===== src/design/cpd_cfg.svh =====
// register map, result codes, area sizes and timing of the poll data area block
`ifndef CPD_CFG_SVH
`define CPD_CFG_SVH

`define CPD_A_CTRL        12'h000
`define CPD_A_RD_BASE     12'h004
`define CPD_A_WR_BASE     12'h008
`define CPD_A_STATUS      12'h00c
`define CPD_A_INT_STAT    12'h010
`define CPD_A_INT_MASK    12'h014
`define CPD_MEM_SEL       2'h1

`define CPD_CTRL_START    0
`define CPD_CTRL_WRITE    1
`define CPD_CTRL_PM       2
`define CPD_CTRL_GRP_LSB  4
`define CPD_CTRL_CNT_LSB  8
`define CPD_CTRL_RST      32'h0000_0010

`define CPD_INT_DONE      0
`define CPD_INT_ERR       1

`define CPD_RESP_OK       2'h0
`define CPD_RESP_SLVERR   2'h2

`define CPD_EC_MARK       8'hff
`define CPD_EC_ADDR_OVF   16'hff04
`define CPD_EC_NO_EXEC    16'hff0d
`define CPD_EC_PARITY     16'hff10
`define CPD_EC_FRAMING    16'hff11
`define CPD_EC_OVERRUN    16'hff12
`define CPD_EC_BLOCK_CHK  16'hff13
`define CPD_EC_FORMAT     16'hff14
`define CPD_EC_NUMERIC    16'hff15
`define CPD_EC_SUBADDR    16'hff16
`define CPD_EC_FRAME_LEN  16'hff18
`define CPD_EC_NV_WRITE   16'hff21
`define CPD_EC_RSP_BCC    16'hff97
`define CPD_TIMEOUT_CODE  16'he999
`define CPD_OPCMD_NO_SV   16'h0600

`define CPD_TC_LEN        5'd11
`define CPD_PM_LEN        5'd18
`define CPD_WR_LEN        5'd26
`define CPD_VAR_MAX       4'd12
`define CPD_PM_CLR_LO     5'd4
`define CPD_PM_CLR_HI     5'd9

`define CPD_CLK_KHZ       50000
`define CPD_TMO_MS        100

`endif


===== src/design/cpd_pkg.sv =====
// types shared by the poll data area block
package cpd_pkg;

    typedef enum logic [3:0]
    {
        cause_parity, cause_framing, cause_overrun, cause_block_check, cause_rsp_block_check,
        cause_addr_ovf, cause_no_exec, cause_format, cause_numeric, cause_subaddr,
        cause_frame_len, cause_nv_write
    } cpd_cause_t;

    typedef enum logic [1:0]
    {
        lk_read, lk_write, lk_cmd
    } cpd_lkop_t;

    typedef enum logic [3:0]
    {
        st_idle, st_rscan, st_rreq, st_rwait, st_wop, st_wopd, st_wlo, st_whi,
        st_wreq, st_wwait, st_creq, st_cwait, st_mon
    } cpd_state_t;

endpackage : cpd_pkg


===== src/design/cpd_mem.sv =====
// single port data memory word store with registered read data
`timescale 1ns/1ps
module cpd_mem
#(
    parameter int unsigned AW = 8,
    parameter int unsigned DW = 16
)
(
    input  wire logic          aclk,
    input  wire logic          we,
    input  wire logic          re,
    input  wire logic [AW-1:0] addr,
    input  wire logic [DW-1:0] wdata,
    output      logic [DW-1:0] rdata
);
    logic [DW-1:0] store [0:(1<<AW)-1];

    always_ff @(posedge aclk)
    begin
        if (we)
            store[addr] <= wdata;
        if (re)
            rdata <= store[addr];
    end
endmodule : cpd_mem


===== src/design/cpd_top.sv =====
// poll data area engine: result words, read and write areas, AXI4-Lite access
// Functional notes
// end code 00: instrument response code goes to the monitor word
// other end codes: error code with ff in the upper byte
// parity ff10, framing ff11, overrun ff12, check ff13, response check ff97
// address ff04, no exec ff0d, format ff14, numeric ff15, subaddr ff16, length ff18, nv ff21
// no answer from the instrument writes e999
// host puts command code in bits 15:8, related data in bits 7:0
// operation command 0600 suppresses all setpoint_value writes
// host issues ram and backup mode selects in one scan only
// write variable n: low word at 2n, high word at 2n+1, n 1..12
// comm error aborts the write; later variables and command not sent
// temperature controller read area is 11 words from the base
// groups 1,2 words 1-3; 3 adds 4-5; 4 adds 6-8; 5 adds 9-10
// words not read because of an error are set to 0000
// word 2 holds temperature status, word 10 heater current status
// panel meter read area is 18 words from the base
// meter words 1-3 all; 4-9 groups 2,3,5; 10-17 groups 4,5
// meter group 4 clears words 4 to 9
// same monitor code structure for both instrument kinds
// monitor word written after each transaction, before going idle
//
// Decided for this implementation: the AXI4-Lite slave port and the register offsets.
`timescale 1ns/1ps
`include "cpd_cfg.svh"
module cpd_top
#(
    parameter int unsigned MEM_AW  = 8,
    parameter int unsigned TMO_CYC = `CPD_TMO_MS * `CPD_CLK_KHZ
)
(
    input  wire logic                aclk,
    input  wire logic                aresetn,
    input  wire logic [11:0]         s_axi_awaddr,
    input  wire logic                s_axi_awvalid,
    output      logic                s_axi_awready,
    input  wire logic [31:0]         s_axi_wdata,
    input  wire logic [3:0]          s_axi_wstrb,
    input  wire logic                s_axi_wvalid,
    output      logic                s_axi_wready,
    output      logic [1:0]          s_axi_bresp,
    output      logic                s_axi_bvalid,
    input  wire logic                s_axi_bready,
    input  wire logic [11:0]         s_axi_araddr,
    input  wire logic                s_axi_arvalid,
    output      logic                s_axi_arready,
    output      logic [31:0]         s_axi_rdata,
    output      logic [1:0]          s_axi_rresp,
    output      logic                s_axi_rvalid,
    input  wire logic                s_axi_rready,
    output      logic                irq,
    output      logic                lk_req,
    output      cpd_pkg::cpd_lkop_t  lk_op,
    output      logic [4:0]          lk_index,
    output      logic [31:0]         lk_wdata,
    output      logic [15:0]         lk_cmd,
    input  wire logic                lk_rsp_valid,
    input  wire logic                lk_rsp_err,
    input  wire cpd_pkg::cpd_cause_t lk_cause,
    input  wire logic [15:0]         lk_resp_code,
    input  wire logic [15:0]         lk_rdata
);
    import cpd_pkg::*;

    cpd_state_t        st_q;
    logic              aw_held_q, w_held_q, ar_held_q, rd_pend_q;
    logic [11:0]       aw_addr_q, ar_addr_q;
    logic [31:0]       w_data_q, ctrl_q;
    logic [3:0]        w_strb_q;
    logic [MEM_AW-1:0] rd_base_q, wr_base_q;
    logic [1:0]        int_stat_q, int_mask_q;
    logic              cfg_err_q, wr_mode_q, pm_q, abort_q;
    logic [2:0]        grp_q;
    logic [3:0]        cnt_q, var_q;
    logic [4:0]        off_q;
    logic [15:0]       mon_q, mon_last_q, opcmd_q, lo_q, m_rdata;
    logic [31:0]       tmo_q;

    function automatic logic in_grp(input logic pm, input logic [2:0] g, input logic [4:0] o);
        logic r;
        r = 1'b0;
        if (o <= 5'd3)
            r = 1'b1;
        else if (pm)
            r = (o <= 5'd9) ? (g == 3'd2 || g == 3'd3 || g == 3'd5) : (g == 3'd4 || g == 3'd5);
        else if (o <= 5'd5)
            r = (g >= 3'd3);
        else if (o <= 5'd8)
            r = (g >= 3'd4);
        else
            r = (g == 3'd5);
        return r;
    endfunction : in_grp

    function automatic logic [15:0] err_code(input cpd_cause_t c);
        logic [15:0] r;
        case (c)
            cause_parity:          r = `CPD_EC_PARITY;
            cause_framing:         r = `CPD_EC_FRAMING;
            cause_overrun:         r = `CPD_EC_OVERRUN;
            cause_block_check:     r = `CPD_EC_BLOCK_CHK;
            cause_rsp_block_check: r = `CPD_EC_RSP_BCC;
            cause_addr_ovf:        r = `CPD_EC_ADDR_OVF;
            cause_format:          r = `CPD_EC_FORMAT;
            cause_numeric:         r = `CPD_EC_NUMERIC;
            cause_subaddr:         r = `CPD_EC_SUBADDR;
            cause_frame_len:       r = `CPD_EC_FRAME_LEN;
            cause_nv_write:        r = `CPD_EC_NV_WRITE;
            default:               r = `CPD_EC_NO_EXEC;
        endcase
        return r;
    endfunction : err_code

    // bus side decode
    wire [31:0] wmask      = {{8{w_strb_q[3]}}, {8{w_strb_q[2]}}, {8{w_strb_q[1]}}, {8{w_strb_q[0]}}};
    wire [31:0] w_merge_c  = (ctrl_q & ~wmask) | (w_data_q & wmask);
    wire        eng_idle   = (st_q == st_idle);
    wire        wr_is_mem  = (aw_addr_q[11:10] == `CPD_MEM_SEL);
    wire        rd_is_mem  = (ar_addr_q[11:10] == `CPD_MEM_SEL);
    wire        wr_go      = aw_held_q & w_held_q & ~s_axi_bvalid & (~wr_is_mem | eng_idle);
    wire        wr_ctrl    = wr_go & (aw_addr_q == `CPD_A_CTRL);
    wire        wr_rdb     = wr_go & (aw_addr_q == `CPD_A_RD_BASE);
    wire        wr_wrb     = wr_go & (aw_addr_q == `CPD_A_WR_BASE);
    wire        wr_istat   = wr_go & (aw_addr_q == `CPD_A_INT_STAT);
    wire        wr_imask   = wr_go & (aw_addr_q == `CPD_A_INT_MASK);
    wire        wr_hit     = wr_is_mem | wr_ctrl | wr_rdb | wr_wrb | wr_istat | wr_imask
                             | (aw_addr_q == `CPD_A_STATUS);
    wire        mem_wr_go  = wr_go & wr_is_mem & (w_strb_q[0] | w_strb_q[1]);
    wire        mem_rd_go  = ar_held_q & ~s_axi_rvalid & ~rd_pend_q & rd_is_mem & eng_idle & ~mem_wr_go;
    wire        reg_rd_go  = ar_held_q & ~s_axi_rvalid & ~rd_pend_q & ~rd_is_mem;

    // start request and area bounds
    wire        start_req  = wr_ctrl & w_strb_q[0] & w_data_q[`CPD_CTRL_START] & eng_idle;
    wire        n_write    = w_merge_c[`CPD_CTRL_WRITE];
    wire        n_pm       = w_merge_c[`CPD_CTRL_PM];
    wire [2:0]  n_grp      = w_merge_c[`CPD_CTRL_GRP_LSB +: 3];
    wire [3:0]  n_cnt      = w_merge_c[`CPD_CTRL_CNT_LSB +: 4];
    wire [4:0]  n_len      = n_write ? `CPD_WR_LEN : (n_pm ? `CPD_PM_LEN : `CPD_TC_LEN);
    wire [MEM_AW:0] n_end  = {1'b0, n_write ? wr_base_q : rd_base_q} + (MEM_AW+1)'(n_len);
    wire        n_ok       = (n_end <= (MEM_AW+1)'(1 << MEM_AW)) && (n_write || (n_grp >= 3'd1 && n_grp <= 3'd5));
    wire        start_go   = start_req & n_ok;
    wire        start_bad  = start_req & ~n_ok;

    // engine datapath
    wire [4:0]  area_len   = pm_q ? `CPD_PM_LEN : `CPD_TC_LEN;
    wire        at_end     = (off_q == area_len);
    wire        pm_clr     = pm_q && grp_q == 3'd4 && off_q >= `CPD_PM_CLR_LO && off_q <= `CPD_PM_CLR_HI;
    wire        word_in    = in_grp(pm_q, grp_q, off_q);
    wire        zero_word  = (st_q == st_rscan) & ~at_end & (pm_clr | (word_in & abort_q));
    wire        fetch_word = (st_q == st_rscan) & ~at_end & ~zero_word & word_in;
    wire        waiting    = (st_q == st_rwait) | (st_q == st_wwait) | (st_q == st_cwait);
    wire        tmo_hit    = (tmo_q == TMO_CYC - 32'd1);
    wire        got_ok     = waiting & lk_rsp_valid & ~lk_rsp_err;
    wire        got_bad    = waiting & ~got_ok & ((lk_rsp_valid & lk_rsp_err) | tmo_hit);
    wire [15:0] bad_code   = lk_rsp_valid ? err_code(lk_cause) : `CPD_TIMEOUT_CODE;
    wire        no_sv      = (opcmd_q == `CPD_OPCMD_NO_SV);
    wire [4:0]  off_sel    = (st_q == st_mon) ? 5'd0 : (st_q == st_wop) ? 5'd1 :
                             (st_q == st_wlo) ? {var_q, 1'b0} : (st_q == st_whi) ? {var_q, 1'b1} : off_q;
    wire [MEM_AW-1:0] base_sel = wr_mode_q ? wr_base_q : rd_base_q;
    wire [MEM_AW-1:0] eng_addr = base_sel + MEM_AW'(off_sel);
    wire        eng_we     = zero_word | ((st_q == st_rwait) & (got_ok | got_bad)) | (st_q == st_mon);
    wire        eng_re     = (st_q == st_wop) | (st_q == st_wlo) | (st_q == st_whi);
    wire [15:0] eng_wdata  = (st_q == st_mon) ? mon_q : (got_ok ? lk_rdata : 16'h0000);
    wire        m_we       = eng_idle ? mem_wr_go : eng_we;
    wire        m_re       = eng_idle ? mem_rd_go : eng_re;
    wire [MEM_AW-1:0] m_addr = ~eng_idle ? eng_addr :
                               (mem_wr_go ? aw_addr_q[MEM_AW+1:2] : ar_addr_q[MEM_AW+1:2]);
    wire [15:0] m_wdata    = eng_idle ? w_data_q[15:0] : eng_wdata;

    // register read view
    wire [31:0] reg_rdata  = (ar_addr_q == `CPD_A_CTRL)     ? ctrl_q :
                             (ar_addr_q == `CPD_A_RD_BASE)  ? 32'(rd_base_q) :
                             (ar_addr_q == `CPD_A_WR_BASE)  ? 32'(wr_base_q) :
                             (ar_addr_q == `CPD_A_STATUS)   ? {mon_last_q, 14'h0000, cfg_err_q, ~eng_idle} :
                             (ar_addr_q == `CPD_A_INT_STAT) ? 32'(int_stat_q) :
                             (ar_addr_q == `CPD_A_INT_MASK) ? 32'(int_mask_q) : 32'h0000_0000;
    wire        reg_hit    = (ar_addr_q[11:5] == 7'h00) && (ar_addr_q[4:2] <= 3'h5) && (ar_addr_q[1:0] == 2'h0);
    wire [1:0]  int_set    = {(st_q == st_mon) & abort_q | start_bad, st_q == st_mon};
    wire [1:0]  int_clr    = wr_istat & w_strb_q[0] ? w_data_q[1:0] : 2'h0;
    wire [1:0]  int_stat_d = (int_stat_q & ~int_clr) | int_set;

    cpd_mem #(.AW(MEM_AW), .DW(16)) u_mem
    (
        .aclk  (aclk),
        .we    (m_we),
        .re    (m_re),
        .addr  (m_addr),
        .wdata (m_wdata),
        .rdata (m_rdata)
    );

    // AXI4-Lite write channel
    always_ff @(posedge aclk)
    begin
        if (!aresetn)
        begin
            {aw_held_q, w_held_q, s_axi_bvalid} <= 3'h0;
            {s_axi_awready, s_axi_wready} <= 2'h3;
            s_axi_bresp <= `CPD_RESP_OK;
            aw_addr_q <= 12'h000;
            w_data_q <= 32'h0000_0000;
            w_strb_q <= 4'h0;
        end
        else
        begin
            if (s_axi_awvalid && s_axi_awready)
                {aw_held_q, s_axi_awready, aw_addr_q} <= {2'b10, s_axi_awaddr};
            if (s_axi_wvalid && s_axi_wready)
                {w_held_q, s_axi_wready, w_data_q, w_strb_q} <= {2'b10, s_axi_wdata, s_axi_wstrb};
            if (wr_go)
                {s_axi_bvalid, s_axi_bresp} <= {1'b1, wr_hit ? `CPD_RESP_OK : `CPD_RESP_SLVERR};
            if (s_axi_bvalid && s_axi_bready)
                {s_axi_bvalid, aw_held_q, w_held_q, s_axi_awready, s_axi_wready} <= 5'h03;
        end
    end

    // AXI4-Lite read channel; memory words take one extra cycle
    always_ff @(posedge aclk)
    begin
        if (!aresetn)
        begin
            {ar_held_q, rd_pend_q, s_axi_rvalid} <= 3'h0;
            s_axi_arready <= 1'b1;
            ar_addr_q <= 12'h000;
            s_axi_rdata <= 32'h0000_0000;
            s_axi_rresp <= `CPD_RESP_OK;
        end
        else
        begin
            if (s_axi_arvalid && s_axi_arready)
                {ar_held_q, s_axi_arready, ar_addr_q} <= {2'b10, s_axi_araddr};
            rd_pend_q <= mem_rd_go;
            if (reg_rd_go)
                {s_axi_rvalid, s_axi_rdata, s_axi_rresp} <= {1'b1, reg_rdata, reg_hit ? `CPD_RESP_OK : `CPD_RESP_SLVERR};
            if (rd_pend_q)
                {s_axi_rvalid, s_axi_rdata, s_axi_rresp} <= {1'b1, 16'h0000, m_rdata, `CPD_RESP_OK};
            if (s_axi_rvalid && s_axi_rready)
                {s_axi_rvalid, ar_held_q, s_axi_arready} <= 3'h1;
        end
    end

    // software registers and interrupt
    always_ff @(posedge aclk)
    begin
        if (!aresetn)
        begin
            ctrl_q <= `CPD_CTRL_RST;
            {rd_base_q, wr_base_q} <= '0;
            {int_stat_q, int_mask_q, cfg_err_q, irq} <= 6'h00;
        end
        else
        begin
            if (wr_ctrl)
                ctrl_q <= w_merge_c & ~(32'h1 << `CPD_CTRL_START);
            if (wr_rdb && w_strb_q[0])
                rd_base_q <= w_data_q[MEM_AW-1:0];
            if (wr_wrb && w_strb_q[0])
                wr_base_q <= w_data_q[MEM_AW-1:0];
            if (wr_imask && w_strb_q[0])
                int_mask_q <= w_data_q[1:0];
            if (start_req)
                cfg_err_q <= ~n_ok;
            int_stat_q <= int_stat_d;
            irq <= |(int_stat_d & int_mask_q);
        end
    end

    // engine sequence
    always_ff @(posedge aclk)
    begin
        if (!aresetn)
            st_q <= st_idle;
        else
        begin
            case (st_q)
                st_idle:  if (start_go) st_q <= n_write ? st_wop : st_rscan;
                st_rscan: if (at_end) st_q <= st_mon; else if (fetch_word) st_q <= st_rreq;
                st_rreq:  st_q <= st_rwait;
                st_rwait: if (got_ok || got_bad) st_q <= st_rscan;
                st_wop:   st_q <= st_wopd;
                st_wopd:  st_q <= st_wlo;
                st_wlo:   st_q <= (var_q > cnt_q || no_sv) ? st_creq : st_whi;
                st_whi:   st_q <= st_wreq;
                st_wreq:  st_q <= st_wwait;
                st_wwait: if (got_ok) st_q <= st_wlo; else if (got_bad) st_q <= st_mon;
                st_creq:  st_q <= st_cwait;
                st_cwait: if (got_ok || got_bad) st_q <= st_mon;
                st_mon:   st_q <= st_idle;
                default:  st_q <= st_idle;
            endcase
        end
    end

    // engine working registers
    always_ff @(posedge aclk)
    begin
        if (!aresetn)
        begin
            {wr_mode_q, pm_q, abort_q, grp_q, cnt_q, var_q, off_q} <= '0;
            {mon_q, mon_last_q, opcmd_q, lo_q} <= '0;
            tmo_q <= 32'h0000_0000;
        end
        else
        begin
            if (start_go)
            begin
                {wr_mode_q, pm_q, grp_q, abort_q} <= {n_write, n_pm, n_grp, 1'b0};
                cnt_q <= (n_cnt > `CPD_VAR_MAX) ? `CPD_VAR_MAX : n_cnt;
                {off_q, var_q, mon_q} <= {5'd1, 4'd1, 16'h0000};
            end
            if ((st_q == st_rscan && !at_end && !fetch_word) || (st_q == st_rwait && (got_ok || got_bad)))
                off_q <= off_q + 5'd1;
            if (got_ok)
                mon_q <= lk_resp_code;
            if (got_bad)
                {mon_q, abort_q} <= {bad_code, 1'b1};
            if (st_q == st_wwait && got_ok)
                var_q <= var_q + 4'd1;
            if (st_q == st_wopd)
                opcmd_q <= m_rdata;
            if (st_q == st_whi)
                lo_q <= m_rdata;
            if (st_q == st_mon)
                mon_last_q <= mon_q;
            tmo_q <= (waiting && !got_ok && !got_bad) ? tmo_q + 32'd1 : 32'h0000_0000;
        end
    end

    // link requests
    always_ff @(posedge aclk)
    begin
        if (!aresetn)
        begin
            {lk_req, lk_index, lk_wdata, lk_cmd} <= '0;
            lk_op <= lk_read;
        end
        else
        begin
            lk_req <= (st_q == st_rreq) | (st_q == st_wreq) | (st_q == st_creq);
            // port lk_cmd hides the enum literal, so the literal is scoped
            if (st_q == st_rreq || st_q == st_wreq || st_q == st_creq)
                lk_op <= (st_q == st_rreq) ? lk_read : (st_q == st_wreq) ? lk_write : cpd_pkg::lk_cmd;
            if (st_q == st_rreq)
                lk_index <= off_q;
            if (st_q == st_wreq)
                {lk_index, lk_wdata} <= {1'b0, var_q, m_rdata, lo_q};
            if (st_q == st_creq)
                {lk_index, lk_cmd} <= {5'd0, opcmd_q};
        end
    end
endmodule : cpd_top


===== config.mk =====
export PLATFORM = sky130hd
export DESIGN_NAME = cpd_top
export DESIGN_NICKNAME = d
export VERILOG_FILES = /design/src/design/cpd_pkg.sv /design/src/design/cpd_mem.sv /design/src/design/cpd_top.sv
export VERILOG_INCLUDE_DIRS = /design/src /design/src/design
export SDC_FILE = /design/constraint.sdc
export NUM_CORES = 2
export LEC_CHECK = 0
export BUFFER_PORTS_ARGS = -buffer_cell sky130_fd_sc_hd__buf_2
export CAP_MARGIN = 30
export CORE_ASPECT_RATIO = 0.75
export CORE_MARGIN = 2
export CORE_UTILIZATION = 56
export CTS_CLUSTER_DIAMETER = 200
export DETAILED_ROUTE_END_ITERATION = 7
export PLACE_DENSITY = 0.72
export SLEW_MARGIN = 20
export SYNTH_ARGS = -nofsm -noshare
export SYNTH_HDL_FRONTEND = slang
export SYNTH_HIERARCHICAL = 1
export SYNTH_MEMORY_MAX_BITS = 65536
export SYNTH_SLANG_ARGS = --single-unit

===== constraint.sdc =====
create_clock -name aclk -period 6.9 [get_ports aclk]
set_input_delay 0.69 -clock aclk [delete_from_list [all_inputs] [get_ports aclk]]
set_output_delay 0.69 -clock aclk [all_outputs]
set_load 0.02 [all_outputs]

## After elaboration in Yosys (flattened, before gate mapping)

Memory sizes are Yosys's and may differ from the RTL's. A register that Yosys moved wholly into a read port is not among the register bits.
Index checks and enable logic that the tools add are counted.

| operators by class | value |
|---|---|
| $add $sub $neg | 5 |
| order comparisons | 13 |
| equal/unequal tests | 36 |
| mux-type cells | 61 |
| bitwise logic cells | 75 |
| reductions and logical operators | 53 |

Operators by type and width:

| kind | number |
|---|---|
| 16-bit 2-to-1 mux | 9 |
| 32-bit 2-to-1 mux | 4 |
| 32-bit bitwise AND | 2 |
| 4-bit 2-to-1 mux | 13 |
| 12-bit by 4-bit == test with 1-bit output, second input constant | 4 |
| 12-bit by 5-bit == test with 1-bit output, second input constant | 4 |
| 4-bit case mux with 12 select lines | 1 |
| 5-bit 2-to-1 mux | 9 |
| 1-bit bitwise AND | 34 |
| 32-bit by 1-bit adder with 32-bit output, second input constant | 1 |
| 32-bit by 23-bit == test with 1-bit output, second input constant | 1 |
| 8-bit 2-to-1 mux | 4 |
| 32-bit inverter | 1 |
| 32-bit OR | 1 |
| 12-bit by 3-bit == test with 1-bit output, second input constant | 2 |
| 12-bit zero test | 2 |
| 1-bit logical AND | 21 |
| 4-bit == test, second input constant | 5 |
| 1-bit OR | 20 |
| 16-bit by 11-bit == test with 1-bit output, second input constant | 1 |
| 4-bit by 3-bit == test with 1-bit output, second input constant | 4 |
| 2-bit 2-to-1 mux | 7 |
| 1-bit 2-to-1 mux | 13 |
| 1-bit inverter | 13 |
| 38 further kinds | 67 |

| word-level totals | value |
|---|---|
| register bits after elaboration | 333 |
| RAM bits | 4096 |
| memory bits (read-only) | 112 |
| input bits | 105 |
| output and inout bits | 98 |
| logic and storage cells | 288 |
| memories kept | 2 |

Memories:

| name | depth | bits a word | rd ports | clocked after Yosys merged registers in | write ports | RTL line | source |
|---|---|---|---|---|---|---|---|
| u_mem.store | 256 | 16 | 1 | 1 | 1 | cpd_mem.sv:16 | `logic [DW-1:0] store [0:(1<<AW)-1];` |
| (name not given) | 16 | 7 | 1 | 0 | 0 | cpd_top.sv:97 | `case (c)` |

## Longest topological paths before layout

| depth | value |
|---|---|
| depth after elaboration | 16 |
| gate-level depth with buffers | 20 |
| gate-level depth less buffers | 16 |

## Modules after synthesis

Netlist, hierarchy kept.

By module, submodules not included:

| module | times used | cells each | area each (µm²) | seq. area each (µm²) |
|---|---|---|---|---|
| cpd_mem | 1 | 6727 | 155559.2 | 123478.4 |
| cpd_top | 1 | 1832 | 14591.5 | 6626.4 |

## Worst setup path before layout

Ideal clock, no wire load.

| timing | value |
|---|---|
| path kind | flip-flop to flip-flop |
| from | reg st_q[0] |
| to | mem u_mem.store[0][4], data pin |
| setup time | 771 ps |
| arrival time | 4930 ps |
| required time | 6129 ps |
| slack | 1200 ps |
| stages on the path, launching flop included | 7 |
| buffers on the path | 2 |
| period minus slack after synthesis | 5700 ps |
| cell sequence | dfxtp_1 > clkbuf_1 > nor3b_1 > nor3b_1 > clkbuf_1 > a222oi_1 > inv_1 |

| between the ends | value |
|---|---|
| cells in the longest elaborated chain, start to end | 8 |
| elaborated cells between the ends (all ways) | 12 |
| those cells by class | 4 x eq/ne; 3 x mux; 4 x bitwise; 1 x reduce/logical |

RTL lines:

| what | RTL line | source |
|---|---|---|
| start, declared | cpd_top.sv:65 | `cpd_state_t st_q;` |
| start signal, assigned | cpd_top.sv:272 | `st_q <= st_idle;` |
| start signal, assigned | cpd_top.sv:276 | `st_idle: if (start_go) st_q <= n_write ? st_wop : st_rscan;` |
| start signal, assigned | cpd_top.sv:277 | `st_rscan: if (at_end) st_q <= st_mon; else if (fetch_word) st_q <= st_rreq;` |
| 4-bit by 2-bit == test with 1-bit output or 4-bit == test (tied branches) | cpd_top.sv:151 | `wire waiting = (st_q == st_rwait) \| (st_q == st_wwait) \| (st_q == st_cwait);` |
| 1-bit OR (2 in a row) | cpd_top.sv:151 |  |
| 1-bit bitwise AND (2 in a row) | cpd_top.sv:153 | `wire got_ok = waiting & lk_rsp_valid & ~lk_rsp_err;` |
| 16-bit 2-to-1 mux (2 in a row) | cpd_top.sv:163 | `wire [15:0] eng_wdata = (st_q == st_mon) ? mon_q : (got_ok ? lk_rdata : 16'h0000);` |
| 16-bit 2-to-1 mux * | cpd_top.sv:168 | `wire [15:0] m_wdata = eng_idle ? w_data_q[15:0] : eng_wdata;` |
| via m_wdata[4] | cpd_top.sv:168 |  |
| end, declared | cpd_mem.sv:16 |  |

Mark *: on every way through the listed nets, which the timed path passes. The rest lies on a longest branch.

## Worst setup path after layout

| timing | value |
|---|---|
| from | reg st_q[3] |
| to | reg u_mem.rdata[7], read port of u_mem.store, data pin |

| between the ends | value |
|---|---|
| elaborated cells between the ends (all ways) | 22 |
| those cells by class | 1 x add/sub; 4 x eq/ne; 7 x mux; 9 x bitwise; 1 x reduce/logical |

RTL lines:

| what | RTL line | source |
|---|---|---|
| 4-bit by 3-bit == test with 1-bit output or 4-bit zero test (tied branches) | cpd_top.sv:158, cpd_top.sv:117 |  |
| 5-bit 2-to-1 mux or 1-bit OR (tied branches) | cpd_top.sv:158, cpd_top.sv:120 |  |
| 5-bit 2-to-1 mux or 1-bit bitwise AND (tied branches) | cpd_top.sv:158, cpd_top.sv:120 |  |
| 5-bit 2-to-1 mux or 1-bit bitwise AND (tied branches) (2 in a row) | cpd_top.sv:157, cpd_top.sv:128 |  |
| 8-bit by 5-bit adder with 8-bit output or 8-bit 2-to-1 mux (tied branches) | cpd_top.sv:160, cpd_top.sv:167 |  |
| 8-bit 2-to-1 mux * | cpd_top.sv:166 | `wire [MEM_AW-1:0] m_addr = ~eng_idle ? eng_addr :` |
| via m_addr[3] | cpd_top.sv:166 |  |
| end, declared | cpd_mem.sv:14 | `output logic [DW-1:0] rdata` |

Marked as above.
A chain may end at the register's enable or synchronous reset.

==> key figures <==
Timing
  • Rel. slew slack: 15.02%
  • Max-slew violations: 0
  • Actual slew at the worst max-slew pin: 1275 ps
  • Setup total negative slack: 0 ps
  • Period utilisation layout: 89.31%
  • Max Freq: ~160 MHz
  • Final setup viols: 0
  • Skew final: 60.19 ps
  • Fin. Hold Viols: 0
  • Crit path time final: roughly 6200 ps
  • RSZ-0062 raised after global routing: false

Finish
  • Post-route core utilization: a little under two thirds
  • Commonest non-fill, non-tap cells in the layout: 4112 x edfxtp_1, 1024 x mux4_2, 522 x a22oi_1
  • Final net count: 9361
  • Commonest non-fill, non-tap cell in the layout: edfxtp_1
  • Fillers: slightly below 20000
  • Area growth, synth to finish: 13.54%
  • Seq. cell area: ~130000 um2
  • Area taken by multi-input logic gates: between 30000 and 40000 um2
  • Share of cells above drive strength 1: a little over a quarter

Worst setup path
  • Critical path class: flop to flop
  • Arr. time, crit path: between 6000 and 7000 ps
  • R2R depth: 17
  • Critical path fanouts, max: 32
  • Startpoint types: flop
  • Worst Path Required: around 7500 ps
  • Critical path capture point type: flop

Drt
  • Antenna viol nets, final: 0
  • Initial DRC Count: around 15000
  • DRT Pass-1 Iters: 8
  • DR DRC count: 14
  • Post-Route WL: ~450 mm
  • Via-to-Cell Ratio: 6.788
  • WL/cell: around 33 um
  • Vias post-DR: slightly above 90000

CTS
  • Clock slew at reported path FFs: 70 ps
  • CTS Buffer Depth: 4
  • CTS tree: built
  • H-tree Lvls: 5
  • CTS root buffer: clkbuf_16
  • Skew-Pair Late Insertion Delay: approximately 940 ps
  • CTS Sinks: 4443
  • TritonCTS Buffers: 399

Power and ir drop
  • Sw frac: roughly 25%
  • Clk pwr share: a little under two fifths
  • Leakage power: approximately 60 nW
  • Comb power frac: between 10 and 15%
  • Power density cells: 306.6 nW/um2
  • P_sw: roughly 15 mW
  • VDD IR max: about 0.00023 V
  • Internal Power: 44.61 mW
  • Sequential Power Share: between 50% and 60%

Placed design
  • Placer congestion estimate: roughly 0.93
  • Port Buffers: 200
  • Final HPWL DP: 270.3 mm

Status
  • Status: finished with violations
  • Violations in the final reports: design-rule violations

Synth
  • Synthesized area per cell: between 15 and 20 um2
  • Synth top area cells: edfxtp_1 73%, mux4_2 14%, dfxtp_1 3.9%, a22oi_1 2.3%, a21oi_1 1.5%
  • Mapped Cells: 8559
  • Ys async rst share: 0%
  • Dominant cell type by area after synthesis: edfxtp_1
  • Mapped cell area: roughly 170000 um2
  • EDFF count, synth: 4112
  • Yosys warnings: 6
  • Top FF cell, synth: edfxtp_1
  • Yosys reg bits: 4443
  • Register area share after synthesis: 76.46%
  • Synth unique cells: between 70 and 80
  • Post-synth top area share: between 70 and 80%

Run
  • Max-cap viol count: 0

Floorplanning
  • Initial Util: roughly 56%
  • I/O pin cnt: around 200
  • Die W: between 600 and 700 um
  • Core Region: slightly above 300000 um2
  • Std-Cell Rows: approximately 180
  • Total die area: approximately 300000 um2
  • Chip height: 481.4 um

Min path
  • Depth of the worst hold-timing path: 3
  • Worst Hold Class: input pin to flop

Global route
  • Grt ovf: 0
  • First-pass GRT wire length: 642.9 mm
  • Initial antenna violation count: 21
  • Vias in the first global route: ~88000
  • Total GRT Usage: 29.13%
  • Largest net degree at the start of global routing: approximately 180
==> cell usage after synthesis (all sizes together) (14+ instances only) <==
cell and number:
a211oi 14, a21oi 501, a221oi 24, a222oi 24, a22oi 522, buf 185, clkbuf 362, dfxtp 331
edfxtp 4112, ha 23, inv 47, mux2i 41, mux4 1024, nand2 458, nand2b 20, nand3 74
nand4 24, nor2 363, nor2b 35, nor3 77, nor4 16, o21ai 39, o41ai 65, xor2 21
==> per-layer routing <==
| metal | wire [um] | global-route usage [%] | vias up |
|---|---|---|---|
| li1 | - | - | 36690 |
| met1 | 172400 | 43.70 | 48320 |
| met2 | 202400 | 41.98 | 6717 |
| met3 | 64440 | 8.551 | 827 |
| met4 | 14350 | 8.583 | 20 |
| met5 | 150 | 0 | - |
==> power by group through the flow <==
stage	Clock, mW	Combinational [mW]	Sequential, mW
CTS	22.4	7.14	29.7
finish	22.2	7.32	29.7
floorplan	0	3.91	30.4
global placement	0	6.94	30.3
detailed placement	0	7.08	30.3
global route	23.4	7.55	29.7
==> kinds of logic (layout without fill, tap and decap cells) <==
| family | count (synthesis) | count (layout) | synth area share (%) |
|---|---|---|---|
| multiplexers | 1078 | 1078 | 13.88 |
| AO/OA/AOI/OAI | 1258 | 1258 | 4.889 |
| buffers and inverters | 594 | 1594 | 1.532 |
| XOR/XNOR | 34 | 34 | 0.1750 |
| adder cells (fa/ha/maj) | 24 | 24 | 0.1809 |
| other | 1 | 7 | 0.002204 |
| AND/OR/NAND/NOR | 1127 | 1127 | 2.875 |
| flip-flops | 4443 | 4443 | 76.46 |
==> worst max-delay path, stage by stage (launching register included) <==
cell,delay (ps)
dfxtp_1,820
o21ai_0,240
and2_0,200
a21o_1,180
ha_1,280
a21o_1,190
a21oi_1,310
xnor2_1,120
o21ai_1,550
nor2_4,100
buf_4,300
buf_4,330
buf_4,260
a22oi_1,500
a21oi_1,170
o41ai_2,920
buf_4,240
nand4_1,100
==> timing repair <==
| item | CTS | global route |
|---|---|---|
| resized for setup | 0 | 0 |
| hold buffers | 54 | 0 |
| endpoints found under the hold margin | 54 | 0 |
| setup buffers | 0 | 0 |
==> through the flow <==
stage	std cells	setup WS [ps]	total power, mW	instance area, um2	hold WS, ps
detailed placement	12830	760.4	37.40	179500	446.1
CTS	13620	703.7	59.24	192900	0.08210
global placement	12820	192.4	37.25	179200	440.5
global route	13630	633.0	60.66	193200	33.02
floorplan	8560	1200	34.32	170200	430.2
finish	13640	737.3	59.23	193200	34.08
==> area by class of cell <==
class / count / share of cell area, %
clock buffers: 485 / 5.418
inverters: 47 / 0.1561
flip-flops and latches: 4443 / 67.35
multi-input cells: 3523 / 19.70
well taps: 4071 / 2.637
clock inverters: 244 / 1.258
repair buffers: 818 / 3.477
diodes: 5 / 0.006477
==> registers in the layout, summed over array words and instances (netlist names), 3 cells and up, named ones only <==
register     cells
u_mem/store   4096
lk_wdata        32
s_axi_rdata     32
tmo_q           32
w_data_q        32
lk_cmd          16
lo_q            16
mon_last_q      16
mon_q           16
opcmd_q         16
u_mem/rdata     16
ar_addr_q       12
aw_addr_q       12
ctrl_q           9
rd_base_q        8
wr_base_q        8
lk_index         5
off_q            5
cnt_q            4
st_q             4
var_q            4
w_strb_q         4
grp_q            3
==> path summary, 6_finish.rpt <==
kind	slack [ps]	from	endpoint
setup / recovery	740	st_q[3]	u_mem/rdata[7]
hold / removal	30	s_axi_awaddr[1]	aw_addr_q[1]
setup reg to reg	740	st_q[3]	u_mem/rdata[7]
hold reg to reg	450	lk_cmd[7]	lk_cmd[7]
Power figures use the tool's default switching activity.
